==> src/hw/psk_demod_pkg.sv <==
// Shared constants for the demodulator configuration and status block
package psk_demod_pkg;

	// Register index space: control registers at 0..8, status at 0x18..0x1f
	localparam logic [4:0] CTRL_THIRD_OFS = 5'h02;
	localparam logic [4:0] OPTION_OFS = 5'h06;
	localparam logic [4:0] OUT_MODE_OFS = 5'h07;
	localparam logic [4:0] BUS_ADDR_OFS = 5'h08;
	localparam logic [4:0] FREQ_LOW_OFS = 5'h18;
	localparam logic [4:0] FREQ_MID_OFS = 5'h19;
	localparam logic [4:0] FREQ_HIGH_OFS = 5'h1a;
	localparam logic [4:0] GAIN_OFS = 5'h1b;
	localparam logic [4:0] NOISE_OFS = 5'h1c;
	localparam logic [4:0] LOCK_OFS = 5'h1d;
	localparam logic [4:0] I_SCATTER_OFS = 5'h1e;
	localparam logic [4:0] Q_SCATTER_OFS = 5'h1f;
	localparam int CTRL_COUNT = 9;

	// Reset values of the control registers
	localparam logic [7:0] CTRL_THIRD_RST = 8'h40;
	localparam logic [7:0] OPTION_RST = 8'h82;
	localparam logic [7:0] OUT_MODE_RST = 8'h00;
	localparam logic [7:0] OTHER_RST = 8'h00;

	// Option register fields
	localparam int EXT_ACQ_BIT = 4;
	localparam int SPEC_INV_BIT = 5;
	localparam int DIFF_DEC_BIT = 6;

	// Output mode register fields
	localparam int FMT_LSB = 0;
	localparam int AFC_BIT = 2;
	localparam int SHARED_BUS_BIT = 3;
	localparam int MOD_LSB = 4;
	localparam int FORCE_FS_BIT = 6;
	localparam int REACQ_BIT = 7;
	localparam int BUS_ADDR_W = 4;

	// Encodings
	localparam logic [1:0] FMT_PARALLEL = 2'h0;
	localparam logic [1:0] FMT_SERIAL = 2'h1;
	localparam logic [1:0] MOD_BPSK = 2'h0;
	localparam logic [1:0] MOD_QPSK = 2'h1;
	localparam logic [1:0] MOD_OQPSK = 2'h2;
	localparam logic [3:0] SOFT_ZERO = 4'h0;
	localparam logic [3:0] SOFT_ONE = 4'hf;

	// Bit transition window, in symbols
	localparam int TRANS_WINDOW = 1023;
	localparam int TRANS_CNT_W = 10;

	// Root-raised-cosine taps 0..14 in 1/1024 units; taps 15..28 mirror them
	localparam int NUM_TAPS = 29;
	localparam int COEF_W = 11;
	localparam logic signed [14:0][COEF_W-1:0] RRC_HALF = {
		11'sd272, 11'sd240, 11'sd160, 11'sd64, -11'sd16, -11'sd52, -11'sd48,
		-11'sd16, 11'sd12, 11'sd24, 11'sd24, 11'sd8, -11'sd8, -11'sd16, -11'sd8};

endpackage

==> src/hw/psk_demod_config_status.sv <==
// Configuration, status, output formatting and bus slave of the demodulator
// Notes on behaviour
// - Option bit 5 inverts Q, bit 6 differential
// - Differential symbol from phase change, quarter turns
// - Mode bits 1-0: parallel or serial, I first
// - Mode bit 2 enables the AFC
// - Mode bit 3 picks direct or shared bus
// - Mode bits 5-4 pick BPSK, QPSK, OQPSK
// - Writing one to bit 7 forces re-acquisition
// - Bus slave answers reads only on address match
// - Monitoring registers are read-only
// - Frequency offset 24-bit, three bytes, low first
// - Digital gain reported as 8-bit unsigned
// - Noise ratio reported as 8-bit unsigned
// - Lock status bit 0, one when locked
// - I and Q scatter samples, 8-bit signed
// - Transition flag: one transition per 1023 symbols
// - Defaults 0x40, 0x82, 0x00, others zero
// - Everything changes after the rising clock edge
// - Phase ambiguity left unresolved downstream
// - Symmetric 29-tap root-raised-cosine coefficients
// - Soft bits 4-bit unsigned, one-cycle strobe
// - Shared bus uses first connector only
`timescale 1ns/1ps
module psk_demod_config_status (
	input wire logic core_clk_in, // Reference clock
	input wire logic rst_n_in, // Synchronous reset, active low
	input wire logic cfg_wr_en_in, // Register write strobe
	input wire logic [4:0] cfg_wr_addr_in, // Register write index
	input wire logic [7:0] cfg_wr_data_in, // Register write data
	input wire logic [4:0] cfg_rd_addr_in, // Register read index
	output logic [7:0] cfg_rd_data_out, // Read data, one cycle later
	input wire logic [23:0] freq_offset_in, // Core frequency offset
	input wire logic [7:0] digital_gain_in, // Core digital gain
	input wire logic [7:0] noise_ratio_in, // Core noise figure
	input wire logic carrier_lock_in, // Core carrier lock
	input wire logic freq_acquiring_in, // Core acquisition in progress
	input wire logic input_saturation_in, // Core saturation detector
	input wire logic [7:0] i_scatter_in, // I after digital gain
	input wire logic [7:0] q_scatter_in, // Q after digital gain
	input wire logic sym_stb_in, // Core symbol strobe
	input wire logic [3:0] soft_i_in, // Core soft I
	input wire logic [3:0] soft_q_in, // Core soft Q
	input wire logic [1:0] sym_phase_in, // Core symbol quadrant
	input wire logic sample_clk_pin_in, // External sample strobe pin
	input wire logic bus_clk_pin_in, // Shared bus clock pin
	input wire logic [3:0] bus_addr_pin_in, // Shared bus address pin
	input wire logic shared_bus_read_write_n_in, // Shared bus read/write-n
	input wire logic [4:0] coef_idx_in, // Filter tap index
	output logic signed [10:0] coef_out, // Filter tap value
	output logic ext_acq_en_out, // Extended acquisition enable
	output logic afc_en_out, // AFC enable
	output logic [1:0] mod_type_out, // Modulation select
	output logic reacq_out, // Re-acquisition pulse
	output logic sample_stb_out, // Input sample strobe
	output logic [3:0] data_i_out, // Soft I, direct connector
	output logic [3:0] data_q_out, // Soft Q, direct connector
	output logic bit_stb_out, // Soft output strobe
	output logic [7:0] bus_data_out, // Shared bus data
	output logic bus_data_oe_n_out, // Shared bus drive, low drives
	output logic carrier_lock_probe_out, // Carrier lock probe
	output logic bit_transition_probe_out, // Bit transition probe
	output logic freq_acquiring_probe_out, // Acquisition probe
	output logic input_saturation_probe_out // Saturation probe
);
	typedef struct packed {
		logic [psk_demod_pkg::CTRL_COUNT-1:0][7:0] ctrl;
		logic [7:0] rd_data;
		logic reacq;
		logic samp_stb;
		logic [3:0] soft_i;
		logic [3:0] soft_q;
		logic bit_stb;
		logic [3:0] held_i;
		logic [3:0] held_q;
		logic q_pending;
		logic [1:0] prev_phase;
		logic [psk_demod_pkg::TRANS_CNT_W-1:0] trans_cnt;
		logic trans_ind;
		logic bus_clk_prev;
		logic [7:0] bus_data;
		logic bus_oe_n;
		logic signed [10:0] coef;
		logic [3:0] probes;
	} core_state_type;

	core_state_type st_r;
	core_state_type st_nxt;
	logic samp_sync;
	logic bus_clk_sync;
	logic [3:0] bus_addr_sync;
	logic shared_bus_read_write_n_sync;

	////////////////////////////////////////////////////////////////////////////
	// Pin synchronisers
	sync_stage #(.WIDTH(1)) u_samp_sync (
		.core_clk_in(core_clk_in),
		.rst_n_in(rst_n_in),
		.async_in(sample_clk_pin_in),
		.sync_out(samp_sync)
	);

	sync_stage #(.WIDTH(6)) u_bus_sync (
		.core_clk_in(core_clk_in),
		.rst_n_in(rst_n_in),
		.async_in({bus_clk_pin_in, shared_bus_read_write_n_in, bus_addr_pin_in}),
		.sync_out({bus_clk_sync, shared_bus_read_write_n_sync, bus_addr_sync})
	);

	////////////////////////////////////////////////////////////////////////////
	// Next-state logic
	always_comb begin
		logic [7:0] opt;
		logic [7:0] mode;
		logic [1:0] dphase;
		logic [3:0] new_i;
		logic [3:0] new_q;
		logic shared;
		logic [4:0] tap;
		opt = st_r.ctrl[psk_demod_pkg::OPTION_OFS];
		mode = st_r.ctrl[psk_demod_pkg::OUT_MODE_OFS];
		shared = mode[psk_demod_pkg::SHARED_BUS_BIT];
		dphase = 2'(sym_phase_in - st_r.prev_phase);
		new_i = soft_i_in;
		new_q = soft_q_in;
		tap = 5'h0;
		st_nxt = st_r;
		st_nxt.reacq = 1'b0;
		st_nxt.bit_stb = 1'b0;

		// Register writes; status indices fall outside the array
		if (cfg_wr_en_in && (cfg_wr_addr_in < 5'(psk_demod_pkg::CTRL_COUNT))) begin
			st_nxt.ctrl[cfg_wr_addr_in] = cfg_wr_data_in;
			if (cfg_wr_addr_in == psk_demod_pkg::OUT_MODE_OFS) begin
				st_nxt.reacq = cfg_wr_data_in[psk_demod_pkg::REACQ_BIT];
				// Self-clearing: no need for software to write it back
				st_nxt.ctrl[psk_demod_pkg::OUT_MODE_OFS][psk_demod_pkg::REACQ_BIT] = 1'b0;
			end
		end

		// Read mux; unmapped indices and the spare lock-status bits read zero
		case (cfg_rd_addr_in)
			psk_demod_pkg::FREQ_LOW_OFS: st_nxt.rd_data = freq_offset_in[7:0];
			psk_demod_pkg::FREQ_MID_OFS: st_nxt.rd_data = freq_offset_in[15:8];
			psk_demod_pkg::FREQ_HIGH_OFS: st_nxt.rd_data = freq_offset_in[23:16];
			psk_demod_pkg::GAIN_OFS: st_nxt.rd_data = digital_gain_in;
			psk_demod_pkg::NOISE_OFS: st_nxt.rd_data = noise_ratio_in;
			psk_demod_pkg::LOCK_OFS: st_nxt.rd_data = {7'h00, carrier_lock_in};
			psk_demod_pkg::I_SCATTER_OFS: st_nxt.rd_data = i_scatter_in;
			psk_demod_pkg::Q_SCATTER_OFS: st_nxt.rd_data = q_scatter_in;
			default: begin
				if (cfg_rd_addr_in < 5'(psk_demod_pkg::CTRL_COUNT)) begin
					st_nxt.rd_data = st_r.ctrl[cfg_rd_addr_in];
				end else begin
					st_nxt.rd_data = 8'h00;
				end
			end
		endcase

		// Sample strobe: every clock when forced, else the external pin
		st_nxt.samp_stb = mode[psk_demod_pkg::FORCE_FS_BIT] ? 1'b1 : samp_sync;

		// Symbol path; the core applies the OQPSK half-symbol lag before us
		if (sym_stb_in) begin
			if (opt[psk_demod_pkg::DIFF_DEC_BIT]) begin
				// Quarter turns 0..3 map straight onto 00,01,10,11
				new_i = dphase[1] ? psk_demod_pkg::SOFT_ONE : psk_demod_pkg::SOFT_ZERO;
				new_q = dphase[0] ? psk_demod_pkg::SOFT_ONE : psk_demod_pkg::SOFT_ZERO;
			end else if (opt[psk_demod_pkg::SPEC_INV_BIT]) begin
				new_q = ~soft_q_in;
			end
			// BPSK carries nothing on Q
			if (mode[5:4] == psk_demod_pkg::MOD_BPSK) begin
				new_q = psk_demod_pkg::SOFT_ZERO;
			end
			// No n*90 degree resolution here; left to the decoder
			st_nxt.prev_phase = sym_phase_in;
			st_nxt.held_i = new_i;
			st_nxt.held_q = new_q;
			// Transition watchdog counts symbols since last phase change
			if (sym_phase_in != st_r.prev_phase) begin
				st_nxt.trans_cnt = '0;
				st_nxt.trans_ind = 1'b1;
			end else if (st_r.trans_cnt >= 10'(psk_demod_pkg::TRANS_WINDOW - 1)) begin
				st_nxt.trans_ind = 1'b0;
			end else begin
				st_nxt.trans_cnt = 10'(st_r.trans_cnt + 10'h1);
			end
			if (!shared) begin
				st_nxt.bit_stb = 1'b1;
				st_nxt.soft_i = new_i;
				st_nxt.q_pending = (mode[1:0] == psk_demod_pkg::FMT_SERIAL);
				// Second connector unused in serial format
				st_nxt.soft_q = (mode[1:0] == psk_demod_pkg::FMT_SERIAL) ?
					psk_demod_pkg::SOFT_ZERO : new_q;
			end
		end else if (st_r.q_pending) begin
			// Q follows I one clock later; strobe spacing needs rate <= clk/2
			st_nxt.q_pending = 1'b0;
			st_nxt.bit_stb = 1'b1;
			st_nxt.soft_i = st_r.held_q;
		end

		// Shared bus: direct outputs idle, second connector off
		if (shared) begin
			st_nxt.soft_q = psk_demod_pkg::SOFT_ZERO;
			st_nxt.q_pending = 1'b0;
		end
		st_nxt.bus_clk_prev = bus_clk_sync;
		if (bus_clk_sync && !st_r.bus_clk_prev) begin
			if (shared && shared_bus_read_write_n_sync && (bus_addr_sync ==
				st_r.ctrl[psk_demod_pkg::BUS_ADDR_OFS][psk_demod_pkg::BUS_ADDR_W-1:0])) begin
				st_nxt.bus_data = {st_r.held_i, st_r.held_q};
				st_nxt.bus_oe_n = 1'b0;
			end else begin
				st_nxt.bus_oe_n = 1'b1;
			end
		end
		if (!shared) begin
			st_nxt.bus_oe_n = 1'b1;
		end

		// Coefficient lookup folds taps 15..28 onto 13..0
		if (coef_idx_in > 5'd14) begin
			tap = 5'(5'd28 - coef_idx_in);
		end else begin
			tap = coef_idx_in;
		end
		if (coef_idx_in < 5'(psk_demod_pkg::NUM_TAPS)) begin
			st_nxt.coef = psk_demod_pkg::RRC_HALF[tap[3:0]];
		end else begin
			st_nxt.coef = 11'sh000;
		end

		st_nxt.probes = {carrier_lock_in, freq_acquiring_in, input_saturation_in, 1'b0};
	end

	////////////////////////////////////////////////////////////////////////////
	// State register, rising edge only
	always_ff @(posedge core_clk_in) begin
		if (!rst_n_in) begin
			st_r <= '0;
			st_r.ctrl[psk_demod_pkg::CTRL_THIRD_OFS] <= psk_demod_pkg::CTRL_THIRD_RST;
			st_r.ctrl[psk_demod_pkg::OPTION_OFS] <= psk_demod_pkg::OPTION_RST;
			st_r.ctrl[psk_demod_pkg::OUT_MODE_OFS] <= psk_demod_pkg::OUT_MODE_RST;
			st_r.bus_oe_n <= 1'b1;
		end else begin
			st_r <= st_nxt;
		end
	end

	////////////////////////////////////////////////////////////////////////////
	// Outputs straight from the state register
	assign cfg_rd_data_out = st_r.rd_data;
	assign ext_acq_en_out = st_r.ctrl[psk_demod_pkg::OPTION_OFS][psk_demod_pkg::EXT_ACQ_BIT];
	assign afc_en_out = st_r.ctrl[psk_demod_pkg::OUT_MODE_OFS][psk_demod_pkg::AFC_BIT];
	assign mod_type_out = st_r.ctrl[psk_demod_pkg::OUT_MODE_OFS][5:4];
	assign reacq_out = st_r.reacq;
	assign sample_stb_out = st_r.samp_stb;
	assign data_i_out = st_r.soft_i;
	assign data_q_out = st_r.soft_q;
	assign bit_stb_out = st_r.bit_stb;
	assign bus_data_out = st_r.bus_data;
	assign bus_data_oe_n_out = st_r.bus_oe_n;
	assign coef_out = st_r.coef;
	assign carrier_lock_probe_out = st_r.probes[3];
	assign freq_acquiring_probe_out = st_r.probes[2];
	assign input_saturation_probe_out = st_r.probes[1];
	assign bit_transition_probe_out = st_r.trans_ind;

	////////////////////////////////////////////////////////////////////////////
	// Checks
	property p_reacq_pulse;
		@(posedge core_clk_in) disable iff (!rst_n_in)
		(cfg_wr_en_in && cfg_wr_addr_in == psk_demod_pkg::OUT_MODE_OFS && cfg_wr_data_in[7])
		|=> reacq_out ##1 !reacq_out;
	endproperty
	a_reacq_pulse: assert property (p_reacq_pulse) else $error("reacq not one pulse");

	property p_reacq_reads_zero;
		@(posedge core_clk_in) disable iff (!rst_n_in)
		(cfg_rd_addr_in == psk_demod_pkg::OUT_MODE_OFS) |=> !cfg_rd_data_out[7];
	endproperty
	a_reacq_reads_zero: assert property (p_reacq_reads_zero) else $error("reacq bit read one");

	property p_status_ro;
		@(posedge core_clk_in) disable iff (!rst_n_in)
		(cfg_wr_en_in && cfg_wr_addr_in >= 5'(psk_demod_pkg::CTRL_COUNT)) |=> $stable(st_r.ctrl);
	endproperty
	a_status_ro: assert property (p_status_ro) else $error("status write changed config");

	property p_lock_read;
		@(posedge core_clk_in) disable iff (!rst_n_in)
		(cfg_rd_addr_in == psk_demod_pkg::LOCK_OFS)
		|=> cfg_rd_data_out == {7'h00, $past(carrier_lock_in)};
	endproperty
	a_lock_read: assert property (p_lock_read) else $error("lock status mismatch");

	property p_force_fs;
		@(posedge core_clk_in) disable iff (!rst_n_in)
		st_r.ctrl[psk_demod_pkg::OUT_MODE_OFS][6] |=> sample_stb_out;
	endproperty
	a_force_fs: assert property (p_force_fs) else $error("forced strobe missing");

	property p_serial_pair;
		@(posedge core_clk_in) disable iff (!rst_n_in)
		(sym_stb_in && st_r.ctrl[psk_demod_pkg::OUT_MODE_OFS][3:0] == 4'h1)
		|=> bit_stb_out ##1 (bit_stb_out && data_i_out == $past(st_r.held_q));
	endproperty
	a_serial_pair: assert property (p_serial_pair) else $error("serial I then Q broken");

	property p_transition;
		@(posedge core_clk_in) disable iff (!rst_n_in)
		(sym_stb_in && sym_phase_in != st_r.prev_phase) |=> bit_transition_probe_out;
	endproperty
	a_transition: assert property (p_transition) else $error("transition flag not set");

	property p_bus_answer;
		@(posedge core_clk_in) disable iff (!rst_n_in)
		(bus_clk_sync && !st_r.bus_clk_prev && st_r.ctrl[7][3] && shared_bus_read_write_n_sync &&
		bus_addr_sync == st_r.ctrl[8][3:0]) |=> !bus_data_oe_n_out;
	endproperty
	a_bus_answer: assert property (p_bus_answer) else $error("bus slave failed to answer");

	property p_bus_quiet;
		@(posedge core_clk_in) disable iff (!rst_n_in)
		(!bus_data_oe_n_out) |-> (bus_addr_sync == st_r.ctrl[8][3:0] || $past(bus_addr_sync) ==
		st_r.ctrl[8][3:0] || $past(bus_addr_sync, 2) == st_r.ctrl[8][3:0]) || !$stable(st_r.ctrl);
	endproperty
	a_bus_quiet: assert property (p_bus_quiet) else $error("bus driven for other address");

	property p_diff_decode;
		@(posedge core_clk_in) disable iff (!rst_n_in)
		(sym_stb_in && st_r.ctrl[6][6] && !st_r.ctrl[7][3])
		|=> data_i_out == ($past(2'(sym_phase_in - st_r.prev_phase)) >= 2'h2 ? 4'hf : 4'h0);
	endproperty
	a_diff_decode: assert property (p_diff_decode) else $error("differential decode wrong");

	property p_defaults;
		@(posedge core_clk_in)
		!rst_n_in |=> (st_r.ctrl[6] == 8'h82 && st_r.ctrl[2] == 8'h40 && st_r.ctrl[7] == 8'h00);
	endproperty
	a_defaults: assert property (p_defaults) else $error("reset defaults wrong");
endmodule

==> src/hw/sync_stage.sv <==
// Two flip-flop synchroniser for pin inputs
`timescale 1ns/1ps
module sync_stage #(
	parameter int WIDTH = 1
) (
	input wire logic core_clk_in, // Reference clock
	input wire logic rst_n_in, // Synchronous reset, active low
	input wire logic [WIDTH-1:0] async_in, // Level from a pin
	output logic [WIDTH-1:0] sync_out // Level safe to read
);
	typedef struct packed {
		logic [WIDTH-1:0] first;
		logic [WIDTH-1:0] second;
	} sync_state_type;

	sync_state_type st_r;
	sync_state_type st_nxt;

	// First stage feeds only the second
	always_comb begin
		st_nxt.first = async_in;
		st_nxt.second = st_r.first;
	end

	// Both stages reset to zero
	always_ff @(posedge core_clk_in) begin
		if (!rst_n_in) begin
			st_r <= '0;
		end else begin
			st_r <= st_nxt;
		end
	end

	assign sync_out = st_r.second;
endmodule

==> config.mk <==
export PLATFORM = sky130hd
export DESIGN_NAME = psk_demod_config_status
export DESIGN_NICKNAME = d
export VERILOG_FILES = /design/src/hw/psk_demod_pkg.sv /design/src/hw/psk_demod_config_status.sv /design/src/hw/sync_stage.sv
export SDC_FILE = /design/constraint.sdc
export NUM_CORES = 1
export LEC_CHECK = 0
export BUFFER_PORTS_ARGS = -buffer_cell sky130_fd_sc_hd__buf_2
export CORE_ASPECT_RATIO = 0.6
export CORE_MARGIN = 5
export CORE_UTILIZATION = 30
export CTS_CLUSTER_DIAMETER = 100
export CTS_CLUSTER_SIZE = 12
export DETAILED_ROUTE_END_ITERATION = 10
export HOLD_SLACK_MARGIN = 0.05
export MAX_ROUTING_LAYER = met4
export SETUP_SLACK_MARGIN = 0.15
export SYNTH_ARGS = -nofsm -noshare
export SYNTH_HDL_FRONTEND = slang
export SYNTH_SLANG_ARGS = --single-unit
==> constraint.sdc <==
create_clock -name core_clk_in -period 1.9 [get_ports core_clk_in]
set_clock_uncertainty 0.2 [all_clocks]
set_input_delay 0.095 -clock core_clk_in [delete_from_list [all_inputs] [get_ports core_clk_in]]
set_output_delay 0.095 -clock core_clk_in [all_outputs]
set_load 0.005 [all_outputs]
==> summary.md, run 1 <==
| Metric | Value |
|---|---|
| Status | finished clean |
| First drt pass iteration count | 8 |
| Detailed-route wire length | 23.4 mm |
| Max clock buf depth | 2 |
| Count of vias placed by the detailed router | 6,497 |
| Kind of capture point of the worst setup path | flop |
| Cell types with the largest area share after synthesis | sky130_fd_sc_hd__dfxtp_1 41%, sky130_fd_sc_hd__mux2i_1 14%, sky130_fd_sc_hd__nor2_1 6.0% |
| Skew-Pair Late Insertion Delay | 0.42 ns |
| Synth Cell Area | 7150 µm² |
| Vias per inst | 4.82 |
| Height of the die | 130 µm |
| Post-synthesis register bit count | 148 |
| Final Wtd Congestion | 0.876 |
| Final-stage net count | 1,127 |
| Number of buffers added by the clock tree synthesis step | 17 |
| Total chip power | 7.80 mW |
| Arrival time of the worst setup path | 1.87 ns |
| Final instance area | 10,000 µm² |
| Largest voltage drop on the vdd net | 0.434 mV |
| Dominant register cell in the synthesized netlist | sky130_fd_sc_hd__dfxtp_1 |
| Worst-margin pin slew | 0.655 ns |
| Final clock period utilization by the worst path | 92.8% |
| Post-route insts no fill | 1,348 |
| Unrepaired setup endpoints after global routing | true |
| Number of hold violations in the final report | 0 |
| Hold Path Class | input port to flop |
| Number of clock sinks | 148 |
| Clk Tree Root Cell | sky130_fd_sc_hd__clkbuf_16 |
| Warnings from Yosys | 0 |
| Most crowded layer after global routing | met1 |
| CTS tree | done |
| Worst EP required | 2.01 ns |
| Top fanout value on the critical path | 5 |
| Routed length per placed instance | 17.3 µm |
| Worst Hold Margin | 0.0499 ns |
| Clock-pin transition on the worst setup and hold timing paths | 0.07 ns |
| Slew margin rel. | 56.3% |
| Crit path launch type | flop |
| Worst setup slack before clock tree synthesis | 0.00868 ns |
| Cell type with the largest total area after synthesis | sky130_fd_sc_hd__dfxtp_1 |
| Type of the worst setup path | flop to flop |
| Max Cap Viol | 0 |
| Flop-to-flop setup slack | 0.14 ns |
| Share of the synthesized area in the top cell type | 41.5% |
| Buffers added on ports | 147 |
| Initial antenna violation count | 2 |
| Minimum period implied by the final worst setup slack | 1.76 ns |
| Post-synth top cells | 148 x sky130_fd_sc_hd__dfxtp_1, 114 x sky130_fd_sc_hd__nor2_1, 102 x sky130_fd_sc_hd__mux2i_1 |
| Overall routing resource usage | 17.3% |
| DRC violations left | 0 |
| Iteration-0 DRC count of the detailed router | 531 |
| Number of cells produced by synthesis | 785 |
| Synthesis-to-layout area growth | 40.2% |
| Area of the placeable core | 23,300 µm² |
| Post-synth EDFFs | 0 |
| Critical Path Start | st_r[131]$_SDFFE_PN0P_ |
| Starting density of the core | 30.7% |
| Met1 demand-to-capacity share in global routing | 25.5% |
| Max Freq | 0.567 GHz |
| Final design utilization | 43.0% |
| Filler instances | 2,291 |
| Leakage | 4.49 nW |
| Area post-placement | 8240 µm² |
| Pwr per Cell Area | 778 nW/µm² |
| Half-perimeter wire length of the detailed placement result | 16.4 mm |
| Number of antenna-violating nets in the routed design | 0 |
| Launch instance of the worst register-to-register path | st_r[131]$_SDFFE_PN0P_ |
| Ratio of cells with drive above 1 in the final layout | 27.4% |
| Number of cell rows | 43 |
| Congestion Overflow GR | 0 |
| Mean instance size in the synthesized netlist | 9.10 µm² |
| Placed Cells | 1,211 |
| I/O pin count | 150 |
| Setup-failing EPs final | 0 |
| Die footprint | 27,100 µm² |
| Deepest level of the CTS H-tree | 4 |
| Hold Startpoint | freq_offset_in[6] |
| Worst setup margin | 0.136 ns |
| Wire length of the first global-routing pass | 35.9 mm |
| GR Util met2 | 24.2% |
| Met3 demand-to-capacity share in global routing | 3.48% |
| Sum Neg Setup Slack | 0 ns |
| Share of flip-flops with an asynchronous set or reset | 0% |
| Number of library cell types mapped by synthesis | 70 |
| Via count of the first global-routing pass | 6,287 |
| Most numerous cell in the Yosys netlist | sky130_fd_sc_hd__dfxtp_1 |
| Count of final max-slew check failures | 0 |
| Die extent in x | 209 µm |
| Sequential share of the synthesized area | 41.5% |
| Maximum number of pins on one net before global-route repair | 25 |
-- layout make-up --
class | count | area (µm²) | share of cell area, %
antenna | 2 | 5.00 | 0.0500
clock buffer | 18 | 429 | 4.28
clock inverter | 13 | 199 | 1.99
inverter | 8 | 35.0 | 0.350
multi-input combinational | 544 | 3780 | 37.7
sequential | 148 | 2970 | 29.7
tap | 315 | 394 | 3.93
timing repair buffer | 300 | 2210 | 22.0
-- cells in the final DEF, fill, tap and decap left out, drive strengths merged, types with 3 or more instances in the layout --
cell type,netlist,layout
and2,22,22
mux2i,102,102
a22oi,14,14
o211ai,3,3
ha,5,5
o31ai,4,4
a21oi,40,40
bufinv,0,4
clkbuf,27,18
a31oi,8,8
nand2,41,41
a221oi,3,3
a211oi,4,4
clkinv,0,4
nand3b,3,3
mux4,7,7
and3b,3,3
or2,4,4
mux2,3,3
nor3,8,8
buf,59,205
dfxtp,148,148
o21ai,29,29
xor2,12,12
nor3b,3,3
xnor2,7,7
nor2b,16,16
nand2b,7,7
nand4,6,6
and3,5,5
dlygate4sd3,0,94
nor2,116,116
a2bb2oi,3,3
inv,8,11
nand3,30,30
o21a,3,3
-- path summary, 6_finish.rpt --
check / end / cells past startpoint
worst min register to register: u_bus_sync.sync_out[4]$_SDFF_PN0_ / 1
worst max register to register: bus_data_out[0]$_SDFFE_PN0P_ / 5
worst max-delay path: bus_data_out[0]$_SDFFE_PN0P_ / 5
worst min-delay path: cfg_rd_data_out[6]$_SDFF_PN0_ / 5
-- per-layer routing --
layer,share of wire (%),wire length (µm),up-vias
li1,-,-,3189
met1,51,11900,3081
met2,43,9980,213
met3,5.7,1340,14
met4,0.75,175,0
met5,0,0,-
-- power breakdown --
part	internal [mW]	leakage, nW	switching, mW
clock network	2.22	0.299	1.41
logic	0.483	2.98	0.479
registers	3.17	1.21	0.0312
total	5.87	4.49	1.92
-- timing repair --
| item | CTS | global route |
|---|---|---|
| pin swaps | 0 | 8 |
| hold buffers | 98 | 0 |
| endpoints found under the hold margin | 129 | 0 |
| endpoints found under the setup margin | 14 | 42 |
| gates cloned | 0 | 1 |
| setup buffers | 0 | 8 |
| resized for setup | 6 | 35 |
-- state kept, by name, indices dropped and copies added (netlist names), 2 cells and up --
name	count
st_r	90
u_bus_sync.st_nxt	6
bus_data_out	8
data_i_out	4
u_bus_sync.sync_out	6
cfg_rd_data_out	8
coef_out	8
data_q_out	4
mod_type_out	2
-- critical path, cell delays in order (launching register included) --
cell and delay, ns:
sky130_fd_sc_hd__dfxtp_1 0.35, sky130_fd_sc_hd__xor2_1 0.17, sky130_fd_sc_hd__or4_4 0.56, sky130_fd_sc_hd__buf_8 0.17, sky130_fd_sc_hd__mux2i_1 0.16, sky130_fd_sc_hd__nor2_1 0.05
-- cell families (layout without fill, tap and decap cells) --
kind of cell,count (synthesis),in the layout,synth area share (%)
compound gates,131,131,12.0
fa+ha+maj,5,5,0.875
buf+inv,94,339,7.42
flops,148,148,41.5
other cells,1,4,0.0525
simple gates,275,275,18.9
xor+xnor,19,19,2.33
mux,112,112,17.0
Power figures use the tool's default switching activity.
==> run 2, diff against run 1 <==
Settings changed: CTS_BUF_LIST set to sky130_fd_sc_hd__clkbuf_4 sky130_fd_sc_hd__clkbuf_8.
==> summary.md, run 2 (same netlist as run 1, synthesis figures left out) <==
| Metric | Value |
|---|---|
| Cell type with the highest occurrence count on the critical path | sky130_fd_sc_hd__dlygate4sd3_1 |
| Worst setup slack before clock tree synthesis | 0.00868 ns |
| Largest voltage drop on the vdd net | 0.353 mV |
| Arrival time of the worst setup path | 1.87 ns |
| Status | finished clean |
| Kind of capture point of the worst setup path | flop |
| Clock-pin transition on the worst setup and hold timing paths | 0.10 ns |
| First drt pass iteration count | 5 |
| Number of hold violations in the final report | 0 |
| Via count of the first global-routing pass | 6,424 |
| Number of flip-flops in the largest register | 90 |
| Crit path launch type | input port |
| Synthesis-to-layout area growth | 39.3% |
| Final clock period utilization by the worst path | 93.0% |
| CTS tree | done |
| Worst-margin pin slew | 0.690 ns |
| Slew margin rel. | 53.9% |
| Count of vias placed by the detailed router | 6,528 |
| Number of antenna-violating nets in the routed design | 0 |
| Final Wtd Congestion | 0.876 |
| Detailed-route wire length | 23.8 mm |
| Final-stage net count | 1,141 |
| Deepest level of the CTS H-tree | 4 |
| Flop-to-flop setup slack | 0.15 ns |
| Top library cells by usage in the layout, fill and taps aside | 148 x sky130_fd_sc_hd__buf_2, 142 x sky130_fd_sc_hd__dfxtp_1, 113 x sky130_fd_sc_hd__nor2_1 |
| Launch instance of the worst register-to-register path | st_r[131]$_SDFFE_PN0P_ |
| Vias per inst | 4.80 |
| Critical Path Start | cfg_rd_addr_in[4] |
| Buffers added on ports | 147 |
| Iteration-0 DRC count of the detailed router | 486 |
| Congestion Overflow GR | 0 |
| Type of the worst setup path | input port to flop |
| Overall routing resource usage | 17.6% |
| CP peak stage delay | 0.59 ns |
| Half-perimeter wire length of the detailed placement result | 16.4 mm |
| Die footprint | 27,100 µm² |
| Sum Neg Setup Slack | 0 ns |
| Ratio of cells with drive above 1 in the final layout | 27.6% |
| Number of buffers added by the clock tree synthesis step | 17 |
| Top fanout value on the critical path | 5 |
| Hold Path Class | input port to flop |
| Max Cap Viol | 0 |
| Max clock buf depth | 2 |
| Clk Tree Root Cell | sky130_fd_sc_hd__clkbuf_8 |
| Height of the die | 130 µm |
| Worst EP required | 2.00 ns |
| Maximum number of pins on one net before global-route repair | 25 |
| Area post-placement | 8240 µm² |
| Die extent in x | 209 µm |
| Pwr per Cell Area | 700 nW/µm² |
| Setup-failing EPs final | 0 |
| Worst setup margin | 0.133 ns |
| I/O pin count | 150 |
| Initial antenna violation count | 1 |
| Number of cell rows | 43 |
| Most common cell after layout, fill and taps aside | sky130_fd_sc_hd__buf_2 |
| Wire length of the first global-routing pass | 36.5 mm |
| Destination of the worst register-to-register timing path | bus_data_out[0]$_SDFFE_PN0P_ |
| Area of the placeable core | 23,300 µm² |
| DRC violations left | 0 |
| Routed length per placed instance | 17.5 µm |
| Minimum period implied by the final worst setup slack | 1.77 ns |
| Critical-path top delay cell | sky130_fd_sc_hd__dlygate4sd3_1 |
| Largest Register | st_r |
| Leakage | 4.50 nW |
| Capture point of the worst path | cfg_rd_data_out[7]$_SDFF_PN0_ |
| Unrepaired setup endpoints after global routing | true |
| Depth of the worst register-to-register path | 5 |
| Number of clock sinks | 148 |
| Starting density of the core | 30.7% |
| Final instance area | 9960 µm² |
| Max Freq | 0.566 GHz |
| Count of final max-slew check failures | 0 |
| CP Cell Sequence | buf_2 > dlygate4sd3_1 > nand4_1 > nor2_1 > a21oi_1 > dlygate4sd3_1 > a41oi_2 |
| Skew-Pair Late Insertion Delay | 0.46 ns |
run 2: cell types whose count changed in the layout (fill, tap and decap cells not counted), moves of 2 or more:
| cell | change |
|---|---|
| sky130_fd_sc_hd__nand3_2 | +2 |
| sky130_fd_sc_hd__clkbuf_16 | -17 |
| sky130_fd_sc_hd__dfxtp_2 | +2 |
| sky130_fd_sc_hd__o21ai_2 | -2 |
| sky130_fd_sc_hd__clkbuf_8 | +17 |
| sky130_fd_sc_hd__a21oi_1 | -3 |
| sky130_fd_sc_hd__a21oi_2 | +3 |
| sky130_fd_sc_hd__dlygate4sd3_1 | +13 |
run 2: repair_timing:
action                                 CTS  global route
endpoints found under the hold margin  130             5
buffers inserted                         0             8
cloned                                   1             2
hold buffers                           112             1
resized for setup                       14            24
setup endpoints to repair               14            45
pin swaps                                0             4
run 2: layout make-up:
class / instances / area, µm²
fill: 2296 / 13300
multi-input combinational: 544 / 3770
sequential: 148 / 2970
timing repair buffer: 314 / 2340
tap: 315 / 394
clock buffer: 18 / 241
clock inverter: 13 / 199
inverter: 8 / 35.0
antenna: 1 / 2.50
run 2: critical path, delay by kind of cell:
kind                   cells  cell delay [ns]
buffers and inverters      3             1.29
AOI/OAI and AO/OA          2             0.27
and+or+nand+nor            2             0.21
run 2: where the power goes:
| part | switching (mW) | internal (mW) |
|---|---|---|
| sequential | 0.0311 | 3.17 |
| combinational | 0.487 | 0.511 |
| clock | 1.31 | 1.46 |
run 2: how the worst min path moves through the flow:
stage / startpoint / endpoint / slack (ns) / cells past startpoint
floorplan: cfg_rd_addr_in[4] / cfg_rd_data_out[4]$_SDFF_PN0_ / -0.0007 / 1
CTS: cfg_wr_addr_in[3] / st_r[85]$_SDFFE_PN0P_ / -0.08 / 5
global placement: bus_addr_pin_in[1] / u_bus_sync.st_nxt[1]$_SDFF_PN0_ / 0.11 / 2
global route: digital_gain_in[6] / cfg_rd_data_out[6]$_SDFF_PN0_ / 0.08 / 5
detailed placement: input_saturation_in / input_saturation_probe_out$_SDFF_PN0_ / 0.11 / 2
finish: digital_gain_in[6] / cfg_rd_data_out[6]$_SDFF_PN0_ / 0.08 / 5
run 2: metal layers:
| metal | routed length (µm) | up-vias | track usage [%] |
|---|---|---|---|
| li1 | - | 3213 | - |
| met1 | 11800 | 3052 | 25.5 |
| met2 | 9980 | 231 | 25.2 |
| met3 | 1600 | 32 | 4.11 |
| met4 | 336 | 0 | 3.45 |
| met5 | 0 | - | - |
run 2: through the flow:
step / util (%) / hold slack, ns / std cells / power [mW]
after CTS: 42.3 / -0.0770 / 1355 / 7.01
after global routing: 42.7 / 0.0790 / 1361 / 7.29
after detailed placement: 35.4 / 0.106 / 1211 / 4.06
after floorplan: - / -0.000708 / 786 / 3.76
final: 42.7 / 0.0782 / 1361 / 6.97
after global placement: 35.4 / 0.106 / 1211 / 4.05
==> run 3, diff against run 2 <==
Settings changed: PLACE_DENSITY set to 0.59.
==> summary.md, run 3 (same netlist as run 1, synthesis figures left out) <==
| Metric | Value |
|---|---|
| Status | finished clean |
| Final clock period utilization by the worst path | 92.3% |
| Number of antenna-violating nets in the routed design | 0 |
| Wire length of the first global-routing pass | 36.0 mm |
| Most crowded layer after global routing | met2 |
| Worst EP required | 2.04 ns |
| Largest Register | st_r |
| P_sw | 1.85 mW |
| Sum Neg Setup Slack | 0 ns |
| Post-route insts no fill | 1,362 |
| Initial antenna violation count | 1 |
| Placed Cells | 1,207 |
| Met3 demand-to-capacity share in global routing | 4.45% |
| Area post-placement | 8200 µm² |
| Leakage | 4.46 nW |
| Relative contribution of sequential cells to total power | 45.5% |
| Via count of the first global-routing pass | 6,531 |
| Switching part of the total power | 26.2% |
| Max clock buf depth | 2 |
| Deepest level of the CTS H-tree | 4 |
| Clock-pin transition on the worst setup and hold timing paths | 0.09 ns |
| Minimum period implied by the final worst setup slack | 1.75 ns |
| Number of flip-flops in the largest register | 90 |
| Worst-margin pin slew | 0.577 ns |
| I/O pin count | 150 |
| Kind of capture point of the worst setup path | flop |
| Skew-Pair Late Insertion Delay | 0.47 ns |
| Overall routing resource usage | 17.3% |
| Count of final max-slew check failures | 0 |
| DRC violations left | 0 |
| Max Cap Viol | 0 |
| Number of buffers added by the clock tree synthesis step | 17 |
| Count of vias placed by the detailed router | 6,675 |
| Met1 demand-to-capacity share in global routing | 24.3% |
| GR Util met2 | 24.6% |
| CP peak stage delay | 0.56 ns |
| Crit path launch type | flop |
| CP Cell Sequence | xor2_1 > or4_4 > buf_6 > mux2i_1 > nor2_1 |
| Top fanout value on the critical path | 5 |
| Starting density of the core | 30.7% |
| Height of the die | 130 µm |
| Ratio of cells with drive above 1 in the final layout | 26.2% |
| Most common cell after layout, fill and taps aside | sky130_fd_sc_hd__buf_2 |
| Number of hold violations in the final report | 0 |
| Top library cells by usage in the layout, fill and taps aside | 147 x sky130_fd_sc_hd__buf_2, 142 x sky130_fd_sc_hd__dfxtp_1, 116 x sky130_fd_sc_hd__dlygate4sd3_1 |
| Iteration-0 DRC count of the detailed router | 533 |
| Number of cell rows | 43 |
| Pwr per Cell Area | 708 nW/µm² |
| Largest voltage drop on the vdd net | 0.340 mV |
| Number of clock sinks | 148 |
| Slew margin rel. | 61.3% |
| Half-perimeter wire length of the detailed placement result | 16.0 mm |
| Hold Path Class | input port to flop |
| Setup-failing EPs final | 0 |
| Critical-path top delay cell | sky130_fd_sc_hd__or4_4 |
| First drt pass iteration count | 5 |
| Die footprint | 27,100 µm² |
| Type of the worst setup path | flop to flop |
| Clk Tree Root Cell | sky130_fd_sc_hd__clkbuf_8 |
| Vias per inst | 4.90 |
| Final instance area | 9950 µm² |
| Maximum number of pins on one net before global-route repair | 77 |
| Final Wtd Congestion | 0.865 |
| Routed length per placed instance | 17.3 µm |
| Combinational cell fraction of total power | 14.0% |
| CTS tree | done |
| Synthesis-to-layout area growth | 39.3% |
| Detailed-route wire length | 23.5 mm |
| Cell-internal power | 5.20 mW |
| Die extent in x | 209 µm |
| Clock power share | 40.5% |
| Max Freq | 0.570 GHz |
| Arrival time of the worst setup path | 1.89 ns |
| Final-stage net count | 1,137 |
| Unrepaired setup endpoints after global routing | true |
| Buffers added on ports | 147 |
| Congestion Overflow GR | 0 |
| Area of the placeable core | 23,300 µm² |
## run 3: cell types whose count changed in the layout (fill, tap and decap cells not counted), moves of 2 or more
cell / delta
sky130_fd_sc_hd__buf_6: +2
sky130_fd_sc_hd__buf_4: -11
sky130_fd_sc_hd__a21oi_2: -3
sky130_fd_sc_hd__a21oi_1: +3
sky130_fd_sc_hd__clkbuf_8: +2
sky130_fd_sc_hd__diode_2: +4
sky130_fd_sc_hd__dlygate4sd3_1: +9
sky130_fd_sc_hd__o21ai_1: +2
## run 3: final timing paths
path / start / endpoint / slack (ns) / depth (start not counted)
max: st_r[133]$_SDFFE_PN0P_ / bus_data_out[5]$_SDFFE_PN0P_ / 0.15 / 5
min: cfg_rd_addr_in[0] / cfg_rd_data_out[2]$_SDFF_PN0_ / 0.11 / 4
max reg2reg: st_r[133]$_SDFFE_PN0P_ / bus_data_out[5]$_SDFFE_PN0P_ / 0.15 / 5
min reg2reg: u_samp_sync.st_nxt[0]$_SDFF_PN0_ / u_samp_sync.sync_out$_SDFF_PN0_ / 0.24 / 1
## run 3: cell type report
| type | count | area [µm²] |
|---|---|---|
| fillers | 2264 | 13300 |
| multi-input cells | 544 | 3760 |
| diodes | 5 | 12.5 |
| repair buffers | 310 | 2320 |
| flip-flops and latches | 148 | 2970 |
| inverters | 8 | 35.0 |
| clock buffers | 19 | 262 |
| well taps | 315 | 394 |
| clock inverters | 13 | 196 |
## run 3: metrics by stage
stage | worst slack [ns] | power, mW | hold WS (ns) | utilization (%)
after floorplan | 0.153 | 3.76 | -0.000708 | -
after global placement | 0.0765 | 4.04 | 0.102 | 35.2
after detailed placement | 0.0306 | 4.05 | 0.106 | 35.2
after CTS | 0.139 | 7.07 | 0.0600 | 42.2
after global routing | 0.0812 | 7.32 | 0.129 | 42.7
final | 0.146 | 7.05 | 0.111 | 42.7
## run 3: power groups by stage
| stage | Sequential [mW] | Clock, mW | Combinational (mW) |
|---|---|---|---|
| after global placement | 3.28 | 0 | 0.769 |
| after global routing | 3.21 | 3.03 | 1.07 |
| after detailed placement | 3.28 | 0 | 0.772 |
| after floorplan | 3.27 | 0 | 0.490 |
| final | 3.20 | 2.85 | 0.989 |
| after CTS | 3.20 | 2.92 | 0.954 |
## run 3: critical path, delay by kind of cell (launching register included)
kind                      cells  cell delay [ns]
xor gates and xnor gates      1             0.15
buffers and inverters         1             0.17
DFF                           1             0.35
muxes                         1             0.14
and+or+nand+nor               2             0.61
## run 3: timing repair
item / CTS / global route
endpoints found under the setup margin: 13 / 48
cloned: 0 / 1
resized for setup: 5 / 33
pin swaps: 0 / 7
hold endpoints to repair: 139 / 1
hold buffers: 116 / 1
setup buffers: 0 / 1
## run 3: routing by layer
| layer | wire length, µm | part of all wire [%] |
|---|---|---|
| met1 | 11400 | 49 |
| met2 | 10000 | 43 |
| met3 | 1610 | 6.8 |
| met4 | 415 | 1.8 |
| met5 | 0 | 0 |
